**config.mk**
```make
export PLATFORM = sky130hd
export DESIGN_NAME = servo_stop_selector
export DESIGN_NICKNAME = d
export VERILOG_FILES = /design/src/stop_sel_pkg.sv /design/src/servo_stop_selector.sv
export SDC_FILE = /design/constraint.sdc
export NUM_CORES = 1
export LEC_CHECK = 0
export BUFFER_PORTS_ARGS = -buffer_cell sky130_fd_sc_hd__buf_2
export CAP_MARGIN = 20
export CORE_AREA = 5 5 116 118
export CTS_CLUSTER_SIZE = 40
export DETAILED_ROUTE_END_ITERATION = 8
export DIE_AREA = 0 0 121 123
export PLACE_DENSITY = 0.83
export SYNTH_ARGS = -nofsm -noshare
export SYNTH_HDL_FRONTEND = slang
export SYNTH_SLANG_ARGS = --single-unit
export TNS_END_PERCENT = 30
```
**constraint.sdc**
```tcl
create_clock -name sys_clk_i -period 7.98 [get_ports sys_clk_i]
set_input_delay 1.596 -clock sys_clk_i [delete_from_list [all_inputs] [get_ports sys_clk_i]]
set_output_delay 1.596 -clock sys_clk_i [all_outputs]
set_load 0.01 [all_outputs]
```
**src/stop_sel_pkg.sv**
```systemverilog
// package of constants and types for the servo stop selector
package stop_sel_pkg;
  // register byte offsets
  localparam logic [3:0] CFG_OFS       = 4'h0;
  localparam logic [3:0] STATE_OFS     = 4'h4;
  localparam logic [3:0] IRQ_STAT_OFS  = 4'h8;
  localparam logic [3:0] IRQ_MASK_OFS  = 4'hC;
  // configuration field positions
  localparam int C1_SEL_POS   = 0;  // 2 bits
  localparam int C2_SEL_POS   = 4;  // 3 bits
  localparam int DIS_ACT_POS  = 8;  // 2 bits
  localparam int DIS_HOLD_POS = 12; // 1 bit
  localparam int MAN_REQ_POS  = 16; // 1 bit
  localparam int MAN_KIND_POS = 17; // 1 bit
  // state register field positions
  localparam int ST_POS    = 0;
  localparam int CAUSE_POS = 4;
  localparam int ACT_POS   = 8;
  localparam int HOLD_POS  = 12;
  localparam int IN_POS    = 16;
  // interrupt bit positions
  localparam int IRQ_F1   = 0;
  localparam int IRQ_F2   = 1;
  localparam int IRQ_DIS  = 2;
  localparam int IRQ_DONE = 3;
  // reset values
  localparam logic [31:0] CFG_RST      = 32'h0000_0000;
  localparam logic [3:0]  IRQ_MASK_RST = 4'h0;
  // panel flash half period
  localparam int CLK_HZ        = 20_000_000;
  localparam int FLASH_HALF_MS = 250;
  localparam int FLASH_CYC     = FLASH_HALF_MS * (CLK_HZ / 1000);
  // axi responses
  localparam logic [1:0] RESP_OKAY   = 2'h0;
  localparam logic [1:0] RESP_SLVERR = 2'h2;
  // sequence states, gray along run-stop-hold
  typedef enum logic [1:0] {
    S_RUN  = 2'h0,
    S_STOP = 2'h1,
    S_HOLD = 2'h3
  } seq_state_t;
  // stop causes, higher value is more severe
  typedef enum logic [2:0] {
    CA_NONE = 3'h0,
    CA_MAN  = 3'h1,
    CA_DIS  = 3'h2,
    CA_F2   = 3'h3,
    CA_F1   = 3'h4
  } cause_t;
  // stop actions
  typedef enum logic [2:0] {
    A_COAST = 3'h0,
    A_DB    = 3'h1,
    A_ZERO  = 3'h2,
    A_RAMP  = 3'h3,
    A_ETRQ  = 3'h4
  } action_t;
  // end states after the stop
  typedef enum logic [1:0] {
    H_FREE  = 2'h0,
    H_SHORT = 2'h1,
    H_LOCK  = 2'h2
  } hold_t;
endpackage : stop_sel_pkg

```
**src/servo_stop_selector.sv**
```systemverilog
// servo stop selector: stop action and end state choice with axi4-lite registers
//
// Our own choices: register access over AXI4-Lite and the placing of the registers.
`timescale 1ns/10ps
module servo_stop_selector
  import stop_sel_pkg::*;
#(
  parameter logic [23:0] FLASH_CYCLES = 24'(FLASH_CYC)
) (
  // clock and reset
  input  wire logic        sys_clk_i,
  input  wire logic        rstn_i,
  // axi4-lite write address and data
  input  wire logic        awvalid_i,
  output logic             awready_o,
  input  wire logic [3:0]  awaddr_i,
  input  wire logic        wvalid_i,
  output logic             wready_o,
  input  wire logic [31:0] wdata_i,
  input  wire logic [3:0]  wstrb_i,
  // axi4-lite write response
  output logic             bvalid_o,
  input  wire logic        bready_i,
  output logic [1:0]       bresp_o,
  // axi4-lite read
  input  wire logic        arvalid_i,
  output logic             arready_o,
  input  wire logic [3:0]  araddr_i,
  output logic             rvalid_o,
  input  wire logic        rready_i,
  output logic [31:0]      rdata_o,
  output logic [1:0]       rresp_o,
  // drive pins, asynchronous to sys_clk_i
  input  wire logic        fault1_i,
  input  wire logic        fault2_i,
  input  wire logic        enable_i,
  input  wire logic        motor_stopped_i,
  // power stage commands
  output logic             drive_en_o,
  output logic             shorted_phase_brake_o,
  output logic             speed_zero_o,
  output logic             brake_torque_o,
  output logic             ramp_stop_o,
  output logic             shaft_lock_o,
  // front panel and interrupt
  output logic             ready_panel_code_o,
  output logic             fault_code_o,
  output logic             panel_flash_o,
  output logic             irq_o
);

  // all state of the block
  typedef struct packed {
    logic [3:0]  sync1;    // first sync stage, read only by sync2
    logic [3:0]  sync2;    // synchronised pins
    logic [3:0]  prev;     // last synchronised value, for edges
    seq_state_t  st;       // stop sequence state
    cause_t      cause;    // cause being served
    action_t     act;      // chosen stop action
    hold_t       hold;     // chosen end state
    logic [31:0] cfg;      // configuration word
    logic [3:0]  irq_stat; // sticky events
    logic [3:0]  irq_mask; // event enables
    logic [23:0] fcnt;     // flash timer
    logic        flash;    // flash phase
    logic        aw_got;   // write address taken
    logic [3:0]  aw_adr;   // held write address
    logic        w_got;    // write data taken
    logic [31:0] w_dat;    // held write data
    logic [3:0]  w_stb;    // held strobes
    logic        awready;
    logic        wready;
    logic        bvalid;
    logic [1:0]  bresp;
    logic        arready;
    logic        rvalid;
    logic [31:0] rdata;
    logic [1:0]  rresp;
    logic        drv;      // windings driven
    logic        sht;      // phases shorted
    logic        zsp;      // speed target forced zero
    logic        btq;      // reverse braking torque
    logic        rmp;      // ramp stop active
    logic        lck;      // shaft locked
    logic        rdy;      // ready code shown
    logic        flt;      // fault code shown
    logic        fls;      // panel flash output
    logic        irq;      // interrupt output
  } state_t;

  state_t st_reg;   // registered state
  state_t st_next;  // next state

  // byte-lane write merge
  function automatic logic [31:0] merge(input logic [31:0] old, input logic [31:0] dat,
                                        input logic [3:0] stb);
    logic [31:0] m;
    m = {{8{stb[3]}}, {8{stb[2]}}, {8{stb[1]}}, {8{stb[0]}}};
    return (old & ~m) | (dat & m);
  endfunction : merge

  // next state of the whole block
  always_comb begin
    logic        f1, f2, en, stopped;
    cause_t      want;
    action_t     a;
    hold_t       h;
    logic [3:0]  ev;
    logic [31:0] wr;
    logic        wr_ok;
    logic        do_wr;
    // locals first, so no local keeps a value from an earlier evaluation
    f1      = st_reg.sync2[0];
    f2      = st_reg.sync2[1];
    en      = st_reg.sync2[2];
    stopped = st_reg.sync2[3];
    want    = CA_NONE;
    a       = A_COAST;
    h       = H_FREE;
    ev      = '0;
    wr      = '0;
    wr_ok   = 1'b1;
    do_wr   = st_reg.aw_got & st_reg.w_got & ~st_reg.bvalid;
    st_next = st_reg;
    // pin synchronisers
    st_next.sync1 = {motor_stopped_i, enable_i, fault2_i, fault1_i};
    st_next.sync2 = st_reg.sync1;
    st_next.prev  = st_reg.sync2;
    // most severe condition present
    if (f1) begin
      want = CA_F1;
    end else if (f2) begin
      want = CA_F2;
    end else if (!en) begin
      want = CA_DIS;
    end else if (st_reg.cfg[MAN_REQ_POS]) begin
      want = CA_MAN;
    end else begin
      want = CA_NONE;
    end
    // stop action and end state for that condition
    case (want)
      CA_F1: begin
        case (st_reg.cfg[C1_SEL_POS +: 2])
          2'h1:    begin a = A_DB; h = H_FREE;  end
          2'h2:    begin a = A_DB; h = H_SHORT; end
          default: begin a = A_COAST; h = H_FREE; end // invalid acts as coast
        endcase
      end
      CA_F2: begin
        case (st_reg.cfg[C2_SEL_POS +: 3])
          3'h1:    begin a = A_ZERO; h = H_FREE;  end
          3'h2:    begin a = A_ZERO; h = H_SHORT; end
          3'h3:    begin a = A_DB;   h = H_FREE;  end
          3'h4:    begin a = A_DB;   h = H_SHORT; end
          default: begin a = A_COAST; h = H_FREE; end
        endcase
      end
      CA_DIS: begin
        case (st_reg.cfg[DIS_ACT_POS +: 2])
          2'h1:    a = A_DB;
          2'h2:    a = A_ZERO;
          default: a = A_COAST;
        endcase
        h = st_reg.cfg[DIS_HOLD_POS] ? H_SHORT : H_FREE;
      end
      CA_MAN: begin
        a = st_reg.cfg[MAN_KIND_POS] ? A_ETRQ : A_RAMP;
        h = H_LOCK;
      end
      default: begin
        a = A_COAST;
        h = H_FREE;
      end
    endcase
    // stop sequence
    case (st_reg.st)
      S_RUN: begin
        if (want != CA_NONE) begin
          st_next.st    = S_STOP;
          st_next.cause = want;
          st_next.act   = a;
          st_next.hold  = h;
        end
      end
      S_STOP, S_HOLD: begin
        if (want == CA_NONE) begin
          st_next.st    = S_RUN; // condition gone, drive resumes
          st_next.cause = CA_NONE;
        end else if (want > st_reg.cause) begin
          st_next.st    = S_STOP; // a worse condition restarts the stop
          st_next.cause = want;
          st_next.act   = a;
          st_next.hold  = h;
        end else if (st_reg.st == S_STOP && stopped) begin
          st_next.st   = S_HOLD;
          ev[IRQ_DONE] = 1'b1;
        end
      end
      default: begin
        st_next.st    = S_RUN;
        st_next.cause = CA_NONE;
      end
    endcase
    // power stage commands from the next state
    st_next.drv = 1'b0;
    st_next.sht = 1'b0;
    st_next.zsp = 1'b0;
    st_next.btq = 1'b0;
    st_next.rmp = 1'b0;
    st_next.lck = 1'b0;
    case (st_next.st)
      S_STOP: begin
        case (st_next.act)
          A_DB:    st_next.sht = 1'b1;
          A_ZERO:  begin
            st_next.drv = 1'b1;
            st_next.zsp = 1'b1;
            st_next.btq = 1'b1;
          end
          A_RAMP:  begin
            st_next.drv = 1'b1;
            st_next.rmp = 1'b1;
          end
          A_ETRQ:  begin
            st_next.drv = 1'b1;
            st_next.btq = 1'b1;
          end
          default: st_next.drv = 1'b0;
        endcase
      end
      S_HOLD: begin
        case (st_next.hold)
          H_SHORT: st_next.sht = 1'b1;
          H_LOCK:  begin
            st_next.drv = 1'b1;
            st_next.lck = 1'b1;
          end
          default: st_next.drv = 1'b0;
        endcase
      end
      default: st_next.drv = 1'b1;
    endcase
    // panel: ready without fault, flashing code with one
    if (f1 || f2) begin
      if (st_reg.fcnt >= FLASH_CYCLES - 24'h1) begin
        st_next.fcnt  = '0;
        st_next.flash = ~st_reg.flash;
      end else begin
        st_next.fcnt = st_reg.fcnt + 24'h1;
      end
    end else begin
      st_next.fcnt  = '0;
      st_next.flash = 1'b1; // flash restarts lit on each fault
    end
    st_next.rdy = ~(f1 | f2);
    st_next.flt = f1 | f2;
    st_next.fls = (f1 | f2) & st_next.flash;
    // pin events
    ev[IRQ_F1]  = f1 & ~st_reg.prev[0];
    ev[IRQ_F2]  = f2 & ~st_reg.prev[1];
    ev[IRQ_DIS] = ~en & st_reg.prev[2];
    // axi write channels, taken in either order
    st_next.awready = awvalid_i & ~st_reg.awready & ~st_reg.aw_got & ~st_reg.bvalid;
    st_next.wready  = wvalid_i & ~st_reg.wready & ~st_reg.w_got & ~st_reg.bvalid;
    if (awvalid_i && st_reg.awready) begin
      st_next.aw_got = 1'b1;
      st_next.aw_adr = awaddr_i;
    end
    if (wvalid_i && st_reg.wready) begin
      st_next.w_got = 1'b1;
      st_next.w_dat = wdata_i;
      st_next.w_stb = wstrb_i;
    end
    if (do_wr) begin
      st_next.aw_got = 1'b0;
      st_next.w_got  = 1'b0;
      st_next.bvalid = 1'b1;
      case (st_reg.aw_adr)
        CFG_OFS:      st_next.cfg = merge(st_reg.cfg, st_reg.w_dat, st_reg.w_stb);
        STATE_OFS:    wr_ok = 1'b1; // read only, write ignored
        IRQ_STAT_OFS: wr = merge(32'h0, st_reg.w_dat, st_reg.w_stb);
        IRQ_MASK_OFS: st_next.irq_mask = 4'(merge({28'h0, st_reg.irq_mask}, st_reg.w_dat, st_reg.w_stb));
        default:      wr_ok = 1'b0;
      endcase
      st_next.bresp = wr_ok ? RESP_OKAY : RESP_SLVERR;
    end else if (st_reg.bvalid && bready_i) begin
      st_next.bvalid = 1'b0;
    end
    // sticky events: write one clears, a new event wins
    st_next.irq_stat = (st_reg.irq_stat & ~wr[3:0]) | ev;
    st_next.irq      = |(st_next.irq_stat & st_next.irq_mask);
    // axi read channel
    st_next.arready = arvalid_i & ~st_reg.arready & ~st_reg.rvalid;
    if (arvalid_i && st_reg.arready) begin
      st_next.rvalid = 1'b1;
      st_next.rresp  = RESP_OKAY;
      case (araddr_i)
        CFG_OFS:      st_next.rdata = st_reg.cfg;
        STATE_OFS:    begin
          st_next.rdata = '0;
          st_next.rdata[ST_POS +: 2]    = st_reg.st;
          st_next.rdata[CAUSE_POS +: 3] = st_reg.cause;
          st_next.rdata[ACT_POS +: 3]   = st_reg.act;
          st_next.rdata[HOLD_POS +: 2]  = st_reg.hold;
          st_next.rdata[IN_POS +: 4]    = st_reg.sync2;
        end
        IRQ_STAT_OFS: st_next.rdata = {28'h0, st_reg.irq_stat};
        IRQ_MASK_OFS: st_next.rdata = {28'h0, st_reg.irq_mask};
        default:      begin
          st_next.rdata = '0;
          st_next.rresp = RESP_SLVERR;
        end
      endcase
    end else if (st_reg.rvalid && rready_i) begin
      st_next.rvalid = 1'b0;
    end
  end

  // state register, synchronous reset
  always_ff @(posedge sys_clk_i) begin
    if (!rstn_i) begin
      st_reg          <= '0;
      st_reg.st       <= S_RUN;
      st_reg.cause    <= CA_NONE;
      st_reg.act      <= A_COAST;
      st_reg.hold     <= H_FREE;
      st_reg.cfg      <= CFG_RST;
      st_reg.irq_mask <= IRQ_MASK_RST;
    end else begin
      st_reg <= st_next;
    end
  end

  // outputs straight from the state register
  assign awready_o             = st_reg.awready;
  assign wready_o              = st_reg.wready;
  assign bvalid_o              = st_reg.bvalid;
  assign bresp_o               = st_reg.bresp;
  assign arready_o             = st_reg.arready;
  assign rvalid_o              = st_reg.rvalid;
  assign rdata_o               = st_reg.rdata;
  assign rresp_o               = st_reg.rresp;
  assign drive_en_o            = st_reg.drv;
  assign shorted_phase_brake_o = st_reg.sht;
  assign speed_zero_o          = st_reg.zsp;
  assign brake_torque_o        = st_reg.btq;
  assign ramp_stop_o           = st_reg.rmp;
  assign shaft_lock_o          = st_reg.lck;
  assign ready_panel_code_o    = st_reg.rdy;
  assign fault_code_o          = st_reg.flt;
  assign panel_flash_o         = st_reg.fls;
  assign irq_o                 = st_reg.irq;

endmodule : servo_stop_selector

```
; Word level (Yosys, flattened, before mapping)
; Index checks and enable logic that the tools add are counted.
[word_totals]
input_bits = 55
out_inout_bits = 51
elab_cells = 186
regBits = 179
[classes]
bitwise_logic = 39
n_eq_ne = 30
n_addsub = 1
order_cmp = 2
n_reduce_logical = 30
n_mux = 49
[op_table]
columns = cell, n
row1 = $pmux W32 S4, 1
row2 = $and A32 B32 Y32, 2
row3 = $not A32 Y32, 1
row4 = $or A32 B32 Y32, 1
row5 = $add A24 B1 Y24 const B, 1
row6 = $ge A24 B23 Y1 const B, 1
row7 = $mux W1, 24
row8 = $pmux W5 S2, 2
row9 = $eq A3 B2 Y1 const B, 6
row10 = $eq A4 B4 Y1 const B, 4
row11 = $mux W4, 4
row12 = $and A1 B1 Y1, 14
row13 = $not A1 Y1, 14
row14 = $reduce_or A2 Y1, 7
row15 = $and A4 B4 Y4, 3
row16 = $mux W2, 6
row17 = $pmux W3 S4, 1
row18 = $reduce_or A4 Y1, 3
row19 = $eq A2 B1 Y1 const B, 5
row20 = $eq A2 B2 Y1 const B, 5
row21 = $mux W10, 1
row22 = $mux W5, 2
row23 = $eq A3 B1 Y1 const B, 3
row24 = $eq A3 B3 Y1 const B, 3
row25 = other kinds (21), 37

; Longest topological paths before layout
[logic_depth]
word_depth = 13
ltp_mapped = 11
depth_no_buf = 9

; Least setup slack after synthesis
; OpenSTA, ideal clock, no wires.
[synth_path]
path_type = in2reg
from = input araddr_i[3]
to = register st_reg (netlist bit rdata_o[17])
required_time_ns = 7.915
path_buffers = 2
setup_time_ns = 0.065
arrival_time_ns = 2.819
setup_slack_ns = 5.096
cell_stages = 7
cell_sequence = clkbuf_1 > nor4_4 > clkbuf_1 > a22oi_1 > nor2_1 > a21oi_1 > nor2_1
[synth_between]
elab_chain_len = 2
word_cells_on_any_way = 5
classes_between = eq/ne: 3 / mux: 1 / reduce/logical: 1
[synth_lines]
columns = element, line
row1 = start: declaration, servo_stop_selector.sv:28  ; input wire logic [3:0] araddr_i,
row2 = $eq A4 B4 Y1 (tied with other cells), servo_stop_selector.sv:298  ; case (araddr_i)
row3 = $pmux W32 S4 (*), servo_stop_selector.sv:298
row4 = end signal: assignment, servo_stop_selector.sv:331  ; st_reg <= st_next;
row5 = end: declaration, servo_stop_selector.sv:91  ; state_t st_reg;
; Every way passes the cells marked *; elsewhere a longest branch is shown, timed or not.
; A chain may end at the register's enable or synchronous reset.

; Worst setup path after layout
[layout_path]
from = register st_reg (netlist bit st_next[169])
to = register st_reg (netlist bit brake_torque_o)
[layout_between]
elab_chain_len = 10
word_cells_on_any_way = 23
classes_between = order compare: 1 / eq/ne: 7 / mux: 11 / reduce/logical: 4
[layout_lines]
columns = element, line
row1 = $mux W2 (*), servo_stop_selector.sv:132  ; end else if (f2) begin
row2 = $mux W3 (*), servo_stop_selector.sv:130  ; if (f1) begin
row3 = $eq A3 B1 Y1 (tied with other cells), servo_stop_selector.sv:142  ; case (want)
row4 = $pmux W3 S4, servo_stop_selector.sv:142
row5 = $mux W8, servo_stop_selector.sv:190  ; end else if (want > st_reg.cause) begin
row6 = $mux W5, servo_stop_selector.sv:187  ; if (want == CA_NONE) begin
row7 = $pmux W5 S2, servo_stop_selector.sv:177  ; case (st_reg.st)
row8 = $eq A3 B3 Y1 / $eq A3 B2 Y1 (equally long branches), servo_stop_selector.sv:214  ; case (st_next.act)
row9 = $reduce_or A2 Y1 (no line), -
row10 = $mux W1, servo_stop_selector.sv:214
; Every way passes the cells marked *; elsewhere a longest branch is shown, timed or not. The select of a mux whose other input is x is not followed.

==> metrics <==
outcome=complete, no violations; clock buffer depth=2; initial antenna violation count=0; sequential area share after synthesis=48.4%; worst-margin pin slew=1.05 ns; Via Count=6093; Post-DRT Antenna Nets=0; Place WS=4.75 ns; starting density of the core=59.3%; Worst Hold Depth=1; post-layout util=67.2%; die area=14900 sq um; Rows=41; fillers=1006; FF+latch count, synth=177; Syn Inst Count=873; ys async rst share=0%; worst path required time=8.30 ns; Die Wd=121 um; fin worst setup slack=5.00 ns; worst skew pair latency=0.42 ns; CP delay by family, top=simple AND/OR/NAND/NOR gates; Starting DRT DRC Count=621; RSZ-0062 raised after global routing=false; P&R area growth vs syn=13.4%; crit path max-delay cell type=dfxtp_1; top-count cell post-synth=dfxtp_1; Slowest Stage Delay on Critical Path=0.73 ns; vias per inst=5.53; # port buffers=103; gr usage total=22.6%; Max VDD drop=0.171 mV; area leader, netlist=dfxtp_1; diode count=0; global route overflow=0; Routability Congestion=0.879; HPWL after detailed placement=11500 um; Yosys top cell area share=48.4%; crit path from=st_next[169]; CTS tree=yes; WL/cell=15.2 um; Tot Pwr=1.86 mW; reg2reg end=brake_torque_o; Hold EP=st_next[168]; pwr dens=224 nW/um^2; total CTS buffers=17; post-CTS setup buffer count=0; Commonest cells post-synth=dfxtp_1, nand2_1, a21oi_1; I/O Pins=106; clk_skew=0.00737 ns; Synth Flop Type=dfxtp_1; Netlist cell types=66; fin crit period=2.98 ns; Crit Reg-Reg Startpoint=st_next[169]; Die Y=123 um; final hold viol count=0; DRC Markers=0; maximum clock frequency=336 MHz; Setup crit start kind=register; cell count of the worst reg-to-reg path=9; largest net degree at the start of global routing=119; Area contributors post-synth=dfxtp_1, a21oi_1, nand2_1, nor2_1, nand3_1; Clock Sinks=177; clock slew at reported path FFs=0.07 ns; Pleak=3.15 nW; DR top layer=met4; Worst Hold Class=reg2reg; drt total wl=16700 um; max_cap viols=0; share of cells above drive strength 1=17.8%; Max transition margin=30.1%; Max FO, Critical Path=16; H-tree Lvls=4; Setup crit end kind=register; crit path cell chain=a21oi_1, or2_2, ha_1, o21ai_0, nand4b_1, and4_4, nor2_4, mux2_4, a2111oi_2; post-cts sizing count=0; placeable core area=12400 sq um; CTS root buf=clkbuf_16; CP arrival=3.30 ns; met1 WL=7920 um; crit path kind=reg2reg; YS warnings=0; Post-CTS Hold Fix Bufs=0; HP Start=st_next[172]; nets@finish=976; Post-synth EDFFs=0; met2 WL post-DR=7290 um; max-slew violations=0; cell area after synthesis=7330 sq um; vias in the first global route=5526; Avg Cell Area, Syn=8.39 sq um; crit path buf inv count=0; TNS Setup=0 ns; Setup-failing EPs final=0; r2r setup slk=5.00 ns; Period Utilization, post-route=37.3%; drt pass-1 iters=6; met3 WL=1210 um; first-pass GRT wire length=27100 um
-- layer usage --
layer	global-route usage, %	up-vias
met4	7.22	0
met2	33.5	244
li1	-	3027
met3	5.58	29
met5	0	-
met1	32.6	2793
-- cells in the final DEF (no fill, tap or decap), types with 5 or more instances in the layout --
cell        instances
a21oi_1           116
a22oi_1            16
and2_1             19
buf_2             103
clkbuf_16          17
clkinvlp_4          5
dfxtp_1           177
inv_1              10
inv_6               6
mux2i_1             6
nand2_1           150
nand2b_1            6
nand3_1            60
nor2_1             87
nor2b_1             6
nor3_1             14
nor3b_1             6
nor4b_1             5
o21ai_0            10
xnor2_1            13
xor2_1             10
-- worst max path at each step --
stage | end | slack (ns) | cells after the start
5_1_grt | brake_torque_o | 4.78 | 9
3_3_place_gp | bresp_o[1] | 4.80 | 4
6_report | brake_torque_o | 5.00 | 9
2_1_floorplan | rdata_o[17] | 5.10 | 7
4_1_cts | brake_torque_o | 5.00 | 9
3_5_place_dp | st_reg[105] | 4.75 | 6
-- cell families after synthesis --
kind of cell,Yosys count,share of synthesized area [%]
mux,13,2.30
xor+xnor,23,2.75
simple gates,387,25.3
compound gates,170,13.5
other cells,1,0.0512
buf+inv,98,7.14
fa+ha+maj,4,0.683
flops,177,48.4
-- final cells by class --
type | instances | area (sq um) | share of cell area, %
Tap cell | 172 | 215 | 2.59
Inverter | 11 | 42.5 | 0.512
Multi-Input combinational cell | 600 | 3280 | 39.5
Timing Repair Buffer | 110 | 628 | 7.56
Clock inverter | 15 | 173 | 2.08
Clock buffer | 17 | 425 | 5.12
Sequential cell | 177 | 3540 | 42.6
-- per-stage QoR --
step | instance area [sq um] | hold slack (ns) | std cells
global placement | 7630 | 0.416 | 1067
CTS | 8230 | 0.436 | 1099
global route | 8310 | 0.444 | 1102
detailed placement | 7630 | 0.421 | 1067
finish | 8310 | 0.434 | 1102
floorplan | 7340 | 0.412 | 875
-- worst register-to-register path: cells and delay by family (launching register included) --
kind | cells | cell delay [ns]
AND/OR/NAND/NOR | 4 | 0.94
AO/OA/AOI/OAI | 3 | 0.52
flip-flops | 1 | 0.73
multiplexers | 1 | 0.34
adder cells (fa/ha/maj) | 1 | 0.35
-- power by group --
part	total [mW]	switching [mW]	internal (mW)
Sequential	0.917	0.0173	0.900
Combinational	0.103	0.0612	0.0417
Clock	0.840	0.369	0.471
No activity file was read; power rests on OpenSTA's default activity.
